$ cat config.mk
export PLATFORM = sky130hd
export DESIGN_NAME = frs_core
export DESIGN_NICKNAME = d
export VERILOG_FILES = /design/src/frs_pkg.sv /design/src/frs_sync_if.sv /design/src/frs_sync.sv /design/src/frs_core.sv
export SDC_FILE = /design/constraint.sdc
export NUM_CORES = 1
export LEC_CHECK = 0
export BUFFER_PORTS_ARGS = -buffer_cell sky130_fd_sc_hd__buf_2
export CORE_MARGIN = 5
export CORE_UTILIZATION = 50
export DETAILED_ROUTE_END_ITERATION = 8
export PLACE_DENSITY = 0.83
export SYNTH_ARGS = -nofsm -noshare
export SYNTH_HDL_FRONTEND = slang
export SYNTH_HIERARCHICAL = 1
export SYNTH_SLANG_ARGS = --single-unit
export TNS_END_PERCENT = 50
$ cat constraint.sdc
create_clock -name clk_in -period 2 [get_ports clk_in]
set_input_delay 0.1 -clock clk_in [delete_from_list [all_inputs] [get_ports clk_in]]
set_output_delay 0.1 -clock clk_in [all_outputs]
set_load 0.05 [all_outputs]
$ cat src/frs_pkg.sv
// package: constants for result status and reset handling
package frs_pkg;
    // error status byte 1 bit positions
    localparam int ES1_END_TRACK   = 7;
    localparam int ES1_CRC         = 5;
    localparam int ES1_OVERRUN     = 4;
    localparam int ES1_NO_DATA     = 2;
    localparam int ES1_WRITE_BLOCK = 1;
    localparam int ES1_MARK_ABSENT = 0;
    // error status byte 2 bit positions
    localparam int ES2_CTRL_MARK   = 6;
    localparam int ES2_DATA_CRC    = 5;
    localparam int ES2_TRACK_MIS   = 4;
    localparam int ES2_BAD_TRACK   = 1;
    localparam int ES2_DMARK_ABS   = 0;
    // drive status bit positions
    localparam int DS_WPROT        = 6;
    localparam int DS_ONE_HI       = 5;
    localparam int DS_TRACK_ZERO_INPUT         = 4;
    localparam int DS_ONE_LO       = 3;
    localparam int DS_HEAD         = 2;
    // values
    localparam logic [7:0] BAD_TRACK_VALUE = 8'hFF;
    localparam logic [7:0] LAST_SECTOR     = 8'hFF;
    localparam logic [7:0] STATUS_RESET    = 8'h00;
    localparam logic [1:0] RESULT_BYTES    = 2'h3;
    localparam logic       POLL_RESET      = 1'b1;
    // result byte select
    localparam logic [1:0] SEL_ES1 = 2'h0;
    localparam logic [1:0] SEL_ES2 = 2'h1;
    localparam logic [1:0] SEL_DRV = 2'h2;
endpackage

$ cat src/frs_sync_if.sv
// interface: synchronised drive cable levels
`timescale 1ns/1ps
interface frs_sync_if;
    logic [3:0] raw;
    logic [3:0] level;
    modport sync (input raw, output level);
    modport user (output raw, input level);
endinterface

$ cat src/frs_sync.sv
// module: three stage synchroniser for drive cable inputs
`timescale 1ns/1ps
module frs_sync (
    // clock and reset
    input  wire logic clk_in,
    input  wire logic reset_in,
    // levels
    frs_sync_if.sync  port
);
    logic [3:0] s1_ff, s2_ff, s3_ff, lvl_ff;
    logic [3:0] nxt_lvl;

    genvar g;
    generate
        for (g = 0; g < 4; g++) begin : g_bit
            // level changes only once the last two stages agree
            always_comb begin
                nxt_lvl[g] = (s2_ff[g] == s3_ff[g]) ? s3_ff[g] : lvl_ff[g];
            end
        end
    endgenerate

    always_ff @(posedge clk_in or posedge reset_in) begin
        if (reset_in) begin
            s1_ff  <= 4'h0;
            s2_ff  <= 4'h0;
            s3_ff  <= 4'h0;
            lvl_ff <= 4'h0;
        end else begin
            s1_ff  <= port.raw;
            s2_ff  <= s1_ff;
            s3_ff  <= s2_ff;
            lvl_ff <= nxt_lvl;
        end
    end

    assign port.level = lvl_ff;
endmodule

$ cat src/frs_core.sv
// module: result status bytes and reset control of the disk controller
`timescale 1ns/1ps
module frs_core (
    // clock and reset
    input  wire logic       clk_in,
    input  wire logic       reset_in,
    // software reset controls
    input  wire logic       dor_reset_write_in,
    input  wire logic       dor_reset_value_in,
    input  wire logic       rate_reset_write_in,
    // command sequencing
    input  wire logic       command_start_in,
    input  wire logic       result_start_in,
    input  wire logic       result_read_in,
    input  wire logic       configure_write_in,
    input  wire logic       configure_poll_off_in,
    input  wire logic       specify_write_in,
    input  wire logic [7:0] specify_value_in,
    // execution events
    input  wire logic       past_last_sector_in,
    input  wire logic       end_no_tc_in,
    input  wire logic       id_crc_error_in,
    input  wire logic       data_crc_error_in,
    input  wire logic       service_late_in,
    input  wire logic       sector_missed_in,
    input  wire logic       write_cmd_active_in,
    input  wire logic       id_mark_missing_in,
    input  wire logic       data_mark_missing_in,
    input  wire logic       control_mark_in,
    input  wire logic       id_track_valid_in,
    input  wire logic [7:0] id_track_in,
    input  wire logic [7:0] kept_track_in,
    // drive cable
    input  wire logic       write_protect_in,
    input  wire logic       track_zero_input_in,
    input  wire logic       head_select_in,
    input  wire logic [1:0] drive_select_in,
    // outputs
    output logic [7:0]      data_out,
    output logic            data_valid_out,
    output logic            core_reset_out,
    output logic            dor_reset_bit_out,
    output logic            power_down_exit_out,
    output logic            idle_out,
    output logic            polling_out,
    output logic [7:0]      specify_out,
    output logic            head_select_output_out,
    output logic [1:0]      drive_select_outputs_out
);
    typedef enum logic [1:0] {
        FRS_IDLE   = 2'b00,
        FRS_EXEC   = 2'b01,
        FRS_RESULT = 2'b10
    } frs_state_t;

    frs_sync_if cable();
    logic       write_prot, track_zero_input;
    assign cable.raw = {2'h0, track_zero_input_in, write_protect_in};
    assign write_prot = cable.level[0];
    assign track_zero_input       = cable.level[1];

    frs_sync u_sync (
        .clk_in   (clk_in),
        .reset_in (reset_in),
        .port     (cable.sync)
    );

    // reset control
    logic dor_rst_ff, rate_rst_ff, core_rst_ff, pd_exit_ff;
    logic nxt_dor_rst, nxt_rate_rst, nxt_core_rst;
    logic sw_reset;

    always_comb begin
        nxt_dor_rst  = dor_reset_write_in ? dor_reset_value_in : dor_rst_ff;
        nxt_rate_rst = rate_reset_write_in;
        sw_reset     = dor_rst_ff | rate_rst_ff;
        nxt_core_rst = sw_reset;
    end

    always_ff @(posedge clk_in or posedge reset_in) begin
        if (reset_in) begin
            dor_rst_ff  <= 1'b1;
            rate_rst_ff <= 1'b0;
            core_rst_ff <= 1'b1;
            pd_exit_ff  <= 1'b1;
        end else begin
            dor_rst_ff  <= nxt_dor_rst;
            rate_rst_ff <= nxt_rate_rst;
            core_rst_ff <= nxt_core_rst;
            pd_exit_ff  <= sw_reset;
        end
    end

    // specify values survive software reset; pin reset keeps them as well
    logic [7:0] spec_ff, nxt_spec;
    always_comb begin
        nxt_spec = specify_write_in ? specify_value_in : spec_ff;
    end
    // no async reset on this flop; specify values are never cleared, only replaced by a specify write
    always_ff @(posedge clk_in) begin
        spec_ff <= nxt_spec;
    end

    // sequencing, flags and result read
    frs_state_t state_ff, nxt_state;
    logic [7:0] es1_ff, es2_ff, nxt_es1, nxt_es2;
    logic       poll_ff, nxt_poll;
    logic [1:0] sel_ff, nxt_sel;
    logic [7:0] data_ff, nxt_data;
    logic       dvalid_ff, nxt_dvalid;
    // idle kept in its own flop so the output needs no decode
    logic       idle_ff, nxt_idle;
    logic [7:0] drv_byte;
    logic       hd_ff;
    logic [1:0] ds_ff;
    logic       track_diff;

    always_comb begin
        track_diff = id_track_valid_in && (id_track_in != kept_track_in);
        drv_byte   = 8'h00;
        drv_byte[frs_pkg::DS_WPROT]  = write_prot;
        drv_byte[frs_pkg::DS_TRACK_ZERO_INPUT]   = track_zero_input;
        drv_byte[frs_pkg::DS_HEAD]   = hd_ff;
        drv_byte[1:0]                = ds_ff;
        drv_byte[frs_pkg::DS_ONE_HI] = 1'b1;
        drv_byte[frs_pkg::DS_ONE_LO] = 1'b1;
    end

    always_comb begin
        nxt_state  = state_ff;
        nxt_es1    = es1_ff;
        nxt_es2    = es2_ff;
        nxt_poll   = poll_ff;
        nxt_sel    = sel_ff;
        nxt_data   = data_ff;
        nxt_dvalid = 1'b0;
        if (configure_write_in) begin
            nxt_poll = ~configure_poll_off_in;
        end
        unique case (state_ff)
            FRS_IDLE: begin
                if (command_start_in) begin
                    nxt_es1   = frs_pkg::STATUS_RESET;
                    nxt_es2   = frs_pkg::STATUS_RESET;
                    nxt_state = FRS_EXEC;
                end
            end
            FRS_EXEC: begin
                // flags are sticky within one command
                if (past_last_sector_in || end_no_tc_in) nxt_es1[frs_pkg::ES1_END_TRACK] = 1'b1;
                if (id_crc_error_in || data_crc_error_in) nxt_es1[frs_pkg::ES1_CRC] = 1'b1;
                if (service_late_in) nxt_es1[frs_pkg::ES1_OVERRUN] = 1'b1;
                if (sector_missed_in) nxt_es1[frs_pkg::ES1_NO_DATA] = 1'b1;
                if (write_cmd_active_in && write_prot) nxt_es1[frs_pkg::ES1_WRITE_BLOCK] = 1'b1;
                if (id_mark_missing_in || data_mark_missing_in) nxt_es1[frs_pkg::ES1_MARK_ABSENT] = 1'b1;
                if (control_mark_in) nxt_es2[frs_pkg::ES2_CTRL_MARK] = 1'b1;
                if (data_crc_error_in) nxt_es2[frs_pkg::ES2_DATA_CRC] = 1'b1;
                if (track_diff) nxt_es2[frs_pkg::ES2_TRACK_MIS] = 1'b1;
                if (track_diff && id_track_in == frs_pkg::BAD_TRACK_VALUE) begin
                    nxt_es2[frs_pkg::ES2_BAD_TRACK] = 1'b1;
                end
                if (data_mark_missing_in) nxt_es2[frs_pkg::ES2_DMARK_ABS] = 1'b1;
                if (result_start_in) begin
                    nxt_sel    = frs_pkg::SEL_ES1;
                    nxt_data   = nxt_es1;
                    nxt_dvalid = 1'b1;
                    nxt_state  = FRS_RESULT;
                end
            end
            FRS_RESULT: begin
                // each host read steps to the next byte; the read on the drive status byte returns to idle
                if (result_read_in) begin
                    if (sel_ff == frs_pkg::SEL_DRV) begin
                        nxt_state = FRS_IDLE;
                    end else begin
                        nxt_sel    = sel_ff + 2'h1;
                        nxt_data   = (sel_ff == frs_pkg::SEL_ES1) ? es2_ff : drv_byte;
                        nxt_dvalid = 1'b1;
                    end
                end
            end
            default: nxt_state = FRS_IDLE;
        endcase
        nxt_idle   = (nxt_state == FRS_IDLE);
    end

    always_ff @(posedge clk_in or posedge reset_in) begin
        if (reset_in) begin
            state_ff  <= FRS_IDLE;
            es1_ff    <= frs_pkg::STATUS_RESET;
            es2_ff    <= frs_pkg::STATUS_RESET;
            poll_ff   <= frs_pkg::POLL_RESET;
            sel_ff    <= frs_pkg::SEL_ES1;
            data_ff   <= 8'h00;
            dvalid_ff <= 1'b0;
            hd_ff     <= 1'b0;
            ds_ff     <= 2'h0;
            idle_ff   <= 1'b1;
        end else if (core_rst_ff) begin
            // software reset aborts everything and drops configure settings
            state_ff  <= FRS_IDLE;
            es1_ff    <= frs_pkg::STATUS_RESET;
            es2_ff    <= frs_pkg::STATUS_RESET;
            poll_ff   <= frs_pkg::POLL_RESET;
            sel_ff    <= frs_pkg::SEL_ES1;
            data_ff   <= 8'h00;
            dvalid_ff <= 1'b0;
            hd_ff     <= 1'b0;
            ds_ff     <= 2'h0;
            idle_ff   <= 1'b1;
        end else begin
            state_ff  <= nxt_state;
            es1_ff    <= nxt_es1;
            es2_ff    <= nxt_es2;
            poll_ff   <= nxt_poll;
            sel_ff    <= nxt_sel;
            data_ff   <= nxt_data;
            dvalid_ff <= nxt_dvalid;
            hd_ff     <= head_select_in;
            ds_ff     <= drive_select_in;
            idle_ff   <= nxt_idle;
        end
    end

    assign data_out                 = data_ff;
    assign data_valid_out           = dvalid_ff;
    assign core_reset_out           = core_rst_ff;
    assign dor_reset_bit_out        = dor_rst_ff;
    assign power_down_exit_out      = pd_exit_ff;
    assign idle_out                 = idle_ff;
    assign polling_out              = poll_ff;
    assign specify_out              = spec_ff;
    assign head_select_output_out   = hd_ff;
    assign drive_select_outputs_out = ds_ff;
endmodule

==> results.py, run 1 <==
metrics = {
    "worst_setup_path": {
        "worstRegToRegCells": 7,
        "crit_type": "flop to flop",
        "cp-endpoint": "idle_out",
        "regToRegEndpoint": "idle_out",
        "path_delay_family": "compound AO/OA/AOI/OAI gates",
        "critPathLaunch": "state_ff[0]",
        "path_depth": 7,
        "slowest_stage": "dfrtp_1",
        "start_kind": "flop",
        "critical_path.max_stage_delay_ns": 0.42,
        "crit_required_ns": 2.22,
        "path_buf_inv": 2,
        "r2r_slack_ns": 0.25,
        "critPathCaptureType": "flop",
        "path_cells": "inv_1 > ha_1 > buf_4 > a21boi_1 > o31ai_1 > a211oi_2 > nor2_1",
        "arrival_ns": 1.98,
        "cp_max_fo": 11,
        "r2r_start": "state_ff[0]",
    },
    "final_layout": {
        "final_cell_mix": "75 x buf_2, 36 x dfrtp_1, 19 x nor2_1",
        "nFillCells": 321,
        "insertedDiodeCount": 0,
        "synthToLayoutAreaGrowth_pct": 28.2,
        "nets": 324,
        "layout_commonest_cell": "buf_2",
        "drive_gt1_frac": 0.392,
        "instances_no_fill": 318,
    },
    "sta": {
        "slew_violations": 0,
        "fin_worst_skew_ns": 0.00616,
        "worstMarginPinSlew_ns": 0.412,
        "hold_violations": 0,
        "hold-worst-slack_ns": 0.0174,
        "rsz0062_at_grt": "false",
        "timing.fmax_mhz": 571,
        "period_minus_slack_ns": 1.75,
        "final.setup.tns_ns": 0,
        "layout_setup_ws_ns": 0.248,
        "slew_headroom": 0.725,
        "finalCritPeriodShare": 0.876,
        "setup_viol": 0,
    },
    "die": {
        "die_x_um": 75.5,
        "die_h_um": 75.5,
        "dieArea_mm2": 0.00570,
        "fp-row-count": 23,
        "ios": 76,
        "core_area_mm2": 0.00409,
        "initial_core_util": 0.525,
    },
    "synth": {
        "syn-num-nets": 233,
        "syn_inst": 176,
        "synth.cell_area_mm2": 0.00215,
        "avgSynthCellArea_um2": 12.2,
        "synth_warnings": 6,
    },
    "clocking": {
        "post_cts_buffers": 0,
        "root_buffer": "clkbuf_8",
        "ctsLongestPathBuffers": 2,
        "cts_tree": "built",
        "clk_pin_slew_ns": 0.08,
        "cts_hold_buf": 12,
        "cts_sinks": 48,
        "cts_resized": 0,
        "htree_levels": 2,
        "clock_latency_ns": 0.30,
        "numCtsBuffers": 5,
    },
    "place": {
        "hpwl_um": 3330,
        "place_ws_ns": 0.269,
        "place.gp.congestion": 0.773,
        "dp_cells": 298,
        "portBuffers": 75,
    },
    "detailed_routing": {
        "drt_iter0_markers": 38,
        "viasPerCell": 4.99,
        "drc": 0,
        "wl_per_cell_um": 14.5,
        "drtAntennaViolNets": 0,
        "dr.pass1.iters": 4,
        "num_vias": 1586,
        "totalWireLength_um": 4620,
    },
    "global_route": {
        "use_met2": 0.303,
        "antenna_found_initial": 0,
        "grt_pass1_wl_um": 7650,
        "grt_pass1_vias": 1700,
        "grt_max_degree": 24,
        "overflow": 0,
        "top_usage_layer": "met2",
        "grt_usage": 0.181,
        "use_met3": 0.0726,
        "grt.met1_usage": 0.215,
    },
    "power": {
        "p_per_area_mw_per_mm2": 733,
        "power_mw": 2.02,
        "leakagePower_nw": 1.32,
        "ir_drop_v": 0.000663,
    },
    "status": {
        "status": "completed",
    },
    "job": {
        "maxCapViolCount": 0,
    },
    "hold_path": {
        "hold_class": "input pin to flop",
    },
}
## stage by stage
step	cell area, um^2	util
2_1_floorplan	2150	-
3_3_place_gp	2540	0.621
3_5_place_dp	2540	0.621
4_1_cts	2750	0.674
5_1_grt	2750	0.674
6_report	2750	0.674
## sequential cells by signal, indices dropped and copies added, names as in the netlist
signal and flops:
state_ff 2, rate_rst_ff 1, specify_out 8, u_sync/s1_ff 2, dor_reset_bit_out 1, power_down_exit_out 1
drive_select_outputs_out 2, data_valid_out 1, data_out 8, sel_ff 2, polling_out 1, es1_ff 6
idle_out 1, u_sync/s3_ff 2, u_sync/port.level 2, head_select_output_out 1, es2_ff 5, u_sync/s2_ff 2
## power breakdown
group | leakage [nW] | internal [mW] | switching, mW
combinational | 0.672 | 0.130 | 0.222
sequential | 0.597 | 1.05 | 0.0267
clock | 0.0484 | 0.283 | 0.308
total | 1.32 | 1.46 | 0.557
## per-layer routing
layer	wire length (um)	share of wire	up-vias
met4	57	0.012	0
met1	1860	0.40	739
li1	-	-	788
met2	2310	0.50	53
met3	391	0.085	6
met5	0	0	-
## how the worst min path moves through the flow
stage                                   from                           to  slack, ns  cells past startpoint
final                     drive_select_in[0]  drive_select_outputs_out[0]       0.02                      2
after global routing      dor_reset_value_in            dor_reset_bit_out       0.03                      2
after CTS                 drive_select_in[1]  drive_select_outputs_out[1]       0.01                      2
after detailed placement            reset_in              u_sync/s2_ff[1]       0.06                      2
after global placement              reset_in              u_sync/s1_ff[1]       0.05                      2
after floorplan                     reset_in         u_sync/port.level[0]      -0.08                      1
## layout make-up
class / count / area [um^2] / share of cell area
well taps: 50 / 62.6 / 0.0227
repair buffers: 91 / 526 / 0.191
multi-input cells: 111 / 786 / 0.285
clock buffers: 7 / 86.3 / 0.0314
inverters: 10 / 37.5 / 0.0136
flip-flops and latches: 48 / 1250 / 0.453
clock inverters: 1 / 8.76 / 0.00318
(Power assumes the default switching activity.)
==> inputs of run 2 (changes only) <==
--- a/config.mk
+++ b/config.mk
@@ -6,6 +6,7 @@
 export NUM_CORES = 1
 export LEC_CHECK = 0
 export BUFFER_PORTS_ARGS = -buffer_cell sky130_fd_sc_hd__buf_2
+export CORE_ASPECT_RATIO = 0.7
 export CORE_MARGIN = 5
 export CORE_UTILIZATION = 50
 export DETAILED_ROUTE_END_ITERATION = 8
==> results.py, run 2 (synthesized netlist as in run 1, its figures left out) <==
metrics = {
    "sta": {
        "finalCritPeriodShare": 0.854,
        "fin_worst_skew_ns": 0.0109,
        "worstMarginPinSlew_ns": 0.438,
        "slew_headroom": 0.708,
        "setup_viol": 0,
        "final.setup.tns_ns": 0,
        "timing.fmax_mhz": 586,
        "slew_violations": 0,
        "rsz0062_at_grt": "false",
        "hold_violations": 0,
        "period_minus_slack_ns": 1.71,
    },
    "die": {
        "fp-row-count": 19,
        "die_h_um": 64.8,
        "dieArea_mm2": 0.00573,
        "initial_core_util": 0.531,
        "core_area_mm2": 0.00404,
        "die_x_um": 88.3,
        "ios": 76,
    },
    "worst_setup_path": {
        "critPathCaptureType": "flop",
        "crit_required_ns": 2.19,
        "start_kind": "flop",
        "slowest_stage": "dfrtp_1",
        "path_cells": "inv_1 > ha_1 > and2b_1 > a21oi_2 > buf_4 > mux2i_1 > nor2_1",
        "path_delay_family": "flip-flops",
        "critical_path.max_stage_delay_ns": 0.41,
        "arrival_ns": 1.90,
        "path_buf_inv": 2,
        "crit_type": "flop to flop",
        "cp_max_fo": 12,
    },
    "global_route": {
        "grt_max_degree": 33,
        "antenna_found_initial": 0,
        "grt_pass1_vias": 1674,
        "grt_pass1_wl_um": 7530,
        "overflow": 0,
        "grt_usage": 0.171,
    },
    "final_layout": {
        "layout_commonest_cell": "buf_2",
        "final_cell_mix": "75 x buf_2, 36 x dfrtp_1, 19 x nor2_1",
        "nets": 324,
        "insertedDiodeCount": 0,
        "drive_gt1_frac": 0.388,
        "synthToLayoutAreaGrowth_pct": 27.8,
    },
    "detailed_routing": {
        "drc": 0,
        "drtAntennaViolNets": 0,
        "dr.pass1.iters": 4,
        "num_vias": 1598,
        "wl_met1_um": 2020,
        "wl_per_cell_um": 14.4,
        "routed-wl-met3_um": 431,
        "dr.max_layer_used": "met4",
        "dr_wl_met2_um": 2100,
        "totalWireLength_um": 4610,
        "drt_iter0_markers": 67,
        "viasPerCell": 4.99,
    },
    "power": {
        "ir_drop_v": 0.000474,
        "leakagePower_nw": 1.31,
        "p_per_area_mw_per_mm2": 721,
        "power_mw": 1.98,
    },
    "clocking": {
        "cts_tree": "built",
        "root_buffer": "clkbuf_8",
        "clk_pin_slew_ns": 0.09,
        "cts_resized": 0,
        "htree_levels": 2,
        "cts_sinks": 48,
        "numCtsBuffers": 5,
        "clock_latency_ns": 0.30,
        "ctsLongestPathBuffers": 2,
    },
    "place": {
        "portBuffers": 75,
        "hpwl_um": 3430,
        "place.gp.congestion": 0.768,
    },
    "job": {
        "maxCapViolCount": 0,
    },
    "hold_path": {
        "hold_class": "input pin to flop",
    },
    "status": {
        "status": "completed",
    },
}
run 2: worst paths after layout:
check | end | cells after the start | from | slack [ns]
hold reg to reg | u_sync/s2_ff[1] | 0 | u_sync/s1_ff[1] | 0.35
setup reg to reg | data_out[2] | 7 | state_ff[1] | 0.29
setup / recovery | data_out[2] | 7 | state_ff[1] | 0.29
max in group asynchronous | polling_out | 4 | reset_in | 1.24
hold / removal | head_select_output_out | 2 | head_select_in | 0.02
min in group asynchronous | u_sync/port.level[0] | 3 | reset_in | 0.29
run 2: layout make-up:
class / instances / area [um^2]
fillers: 326 / 1300
flip-flops and latches: 48 / 1250
multi-input cells: 111 / 786
repair buffers: 91 / 526
clock buffers: 6 / 72.6
well taps: 52 / 65.1
inverters: 10 / 37.5
clock inverters: 2 / 11.3
run 2: stage by stage:
stage | cell area, um^2 | utilization | hold WS (ns) | cells | worst slack (ns)
final | 2740 | 0.679 | 0.0218 | 320 | 0.293
after global routing | 2740 | 0.679 | 0.0287 | 320 | 0.142
after CTS | 2740 | 0.679 | 0.00906 | 320 | 0.270
after detailed placement | 2540 | 0.628 | 0.0640 | 300 | 0.280
after global placement | 2540 | 0.628 | 0.0571 | 300 | 0.411
after floorplan | 2150 | - | -0.0843 | 176 | 0.416
run 2: repair_timing:
action / 4_1_cts / 5_1_grt
setup buffers: 0 / 0
hold buffers: 12 / 0
endpoints found under the hold margin: 47 / 0
run 2: layer usage:
layer  vias up  GRT usage
met3         6     0.0481
met5         -          0
li1        788          -
met4         0     0.0453
met1       737      0.224
met2        67      0.279
run 2: power by group:
part	leakage (nW)	internal, mW	total [mW]	switching, mW
Clock	0.0388	0.243	0.551	0.308
Combinational	0.672	0.130	0.352	0.222
Sequential	0.597	1.05	1.08	0.0282
Total	1.31	1.42	1.98	0.558
==> inputs of run 3 (changes only) <==
--- a/config.mk
+++ b/config.mk
@@ -7,10 +7,9 @@
 export LEC_CHECK = 0
 export BUFFER_PORTS_ARGS = -buffer_cell sky130_fd_sc_hd__buf_2
 export CORE_ASPECT_RATIO = 0.7
-export CORE_MARGIN = 5
 export CORE_UTILIZATION = 50
 export DETAILED_ROUTE_END_ITERATION = 8
-export PLACE_DENSITY = 0.83
+export PLACE_DENSITY = 0.89
 export SYNTH_ARGS = -nofsm -noshare
 export SYNTH_HDL_FRONTEND = slang
 export SYNTH_HIERARCHICAL = 1
==> results.py, run 3 (synthesized netlist as in run 1, its figures left out) <==
metrics = {
    "status": {
        "status": "completed",
    },
    "final_layout": {
        "insertedDiodeCount": 0,
        "nets": 324,
        "layout_commonest_cell": "buf_2",
        "synthToLayoutAreaGrowth_pct": 30.1,
        "nFillCells": 309,
        "final_cell_mix": "75 x buf_2, 36 x dfrtp_1, 19 x nor2_1",
        "instances_no_fill": 320,
        "drive_gt1_frac": 0.392,
    },
    "clocking": {
        "clk_pin_slew_ns": 0.09,
        "post_cts_buffers": 0,
        "ctsLongestPathBuffers": 2,
        "numCtsBuffers": 5,
        "root_buffer": "clkbuf_8",
        "cts_sinks": 48,
        "cts_tree": "built",
        "htree_levels": 2,
        "clock_latency_ns": 0.30,
    },
    "power": {
        "p_sw_mw": 0.567,
        "p_int_mw": 1.68,
        "p_per_area_mw_per_mm2": 804,
        "seqPwrFrac": 0.480,
        "power_frac_clock": 0.363,
        "ir_drop_v": 0.000452,
        "comb_power_share": 0.157,
        "leakagePower_nw": 1.33,
        "swShare": 0.253,
    },
    "sta": {
        "setup_viol": 0,
        "slew_headroom": 0.695,
        "layout_setup_ws_ns": 0.251,
        "final.setup.tns_ns": 0,
        "fin_worst_skew_ns": 0.0101,
        "rsz0062_at_grt": "false",
        "hold_violations": 0,
        "slew_violations": 0,
        "timing.fmax_mhz": 572,
        "worstMarginPinSlew_ns": 0.458,
        "finalCritPeriodShare": 0.875,
        "period_minus_slack_ns": 1.75,
    },
    "die": {
        "fp-row-count": 19,
        "dieArea_mm2": 0.00456,
        "ios": 76,
        "core_area_mm2": 0.00402,
        "initial_core_util": 0.534,
        "die_x_um": 80.3,
        "die_h_um": 56.8,
    },
    "worst_setup_path": {
        "crit_type": "flop to flop",
        "critical_path.max_stage_delay_ns": 0.43,
        "path_cells": "inv_1 > ha_1 > inv_1 > o21ai_2 > o21ai_0 > a21oi_1",
        "arrival_ns": 1.98,
        "critPathCaptureType": "flop",
        "slowest_stage": "dfrtp_1",
        "path_buf_inv": 2,
        "start_kind": "flop",
        "path_delay_family": "compound AO/OA/AOI/OAI gates",
        "worst_path_most_repeated_cell": "inv_1",
        "crit_required_ns": 2.23,
        "cp_max_fo": 9,
    },
    "detailed_routing": {
        "drt_iter0_markers": 104,
        "totalWireLength_um": 4560,
        "drc": 0,
        "num_vias": 1640,
        "viasPerCell": 5.13,
        "dr.pass1.iters": 7,
        "wl_per_cell_um": 14.3,
        "drtAntennaViolNets": 0,
    },
    "place": {
        "hpwl_um": 3140,
        "portBuffers": 75,
        "place_ws_ns": 0.300,
        "dp_cells": 300,
        "place.gp.congestion": 0.739,
    },
    "global_route": {
        "antenna_found_initial": 0,
        "grt_usage": 0.222,
        "grt_max_degree": 33,
        "grt_pass1_wl_um": 7410,
        "grt_pass1_vias": 1608,
        "overflow": 0,
    },
    "hold_path": {
        "hold_class": "input pin to flop",
    },
    "job": {
        "maxCapViolCount": 0,
    },
}
run 3: changes by cell type in the layout (fill, tap and decap cells not counted):
cell and change:
clkinv_1 -1, bufinv_16 +2, clkinvlp_4 -1
run 3: cell type report:
type / count / area (um^2) / share of cell area
sequential: 48 / 1250 / 0.446
timing repair buffer: 91 / 526 / 0.188
tap: 52 / 65.1 / 0.0233
clock buffer: 6 / 72.6 / 0.0260
inverter: 10 / 37.5 / 0.0134
clock inverter: 2 / 60.1 / 0.0215
multi-input combinational: 111 / 786 / 0.281
run 3: path summary, 6_finish.rpt:
path / slack, ns / depth (start not counted) / endpoint / startpoint
max: 0.25 / 6 / es1_ff[5] / state_ff[1]
min: 0.01 / 2 / head_select_output_out / head_select_in
max reg2reg: 0.25 / 6 / es1_ff[5] / state_ff[1]
min reg2reg: 0.35 / 0 / u_sync/s2_ff[0] / u_sync/s1_ff[0]
max in group asynchronous: 1.24 / 4 / power_down_exit_out / reset_in
min in group asynchronous: 0.28 / 3 / u_sync/s3_ff[0] / reset_in
run 3: stage by stage:
| step | hold WS [ns] | cell area, um^2 | util | power, mW |
|---|---|---|---|---|
| finish | 0.00973 | 2790 | 0.695 | 2.24 |
| CTS | 0.0121 | 2790 | 0.695 | 2.25 |
| global placement | 0.0548 | 2540 | 0.632 | 1.42 |
| floorplan | -0.0843 | 2150 | - | 1.32 |
| global route | 0.0113 | 2790 | 0.695 | 2.33 |
| detailed placement | 0.0676 | 2540 | 0.632 | 1.43 |
run 3: power by group through the flow:
stage	Combinational (mW)	Clock (mW)	Sequential, mW
floorplan	0.137	0	1.18
global placement	0.325	0	1.09
detailed placement	0.334	0	1.10
CTS	0.352	0.823	1.08
global route	0.383	0.862	1.08
finish	0.353	0.815	1.08
run 3: per-layer routing:
metal	wire length, um	global-route usage
met2	2280	0.380
met5	0	0
met3	259	0.0488
met4	53	0.0689
met1	1970	0.281
run 3: repair_timing:
item / in CTS / in global routing
hold endpoints to repair: 47 / 0
resized for setup: 0 / 0
hold buffers: 12 / 0
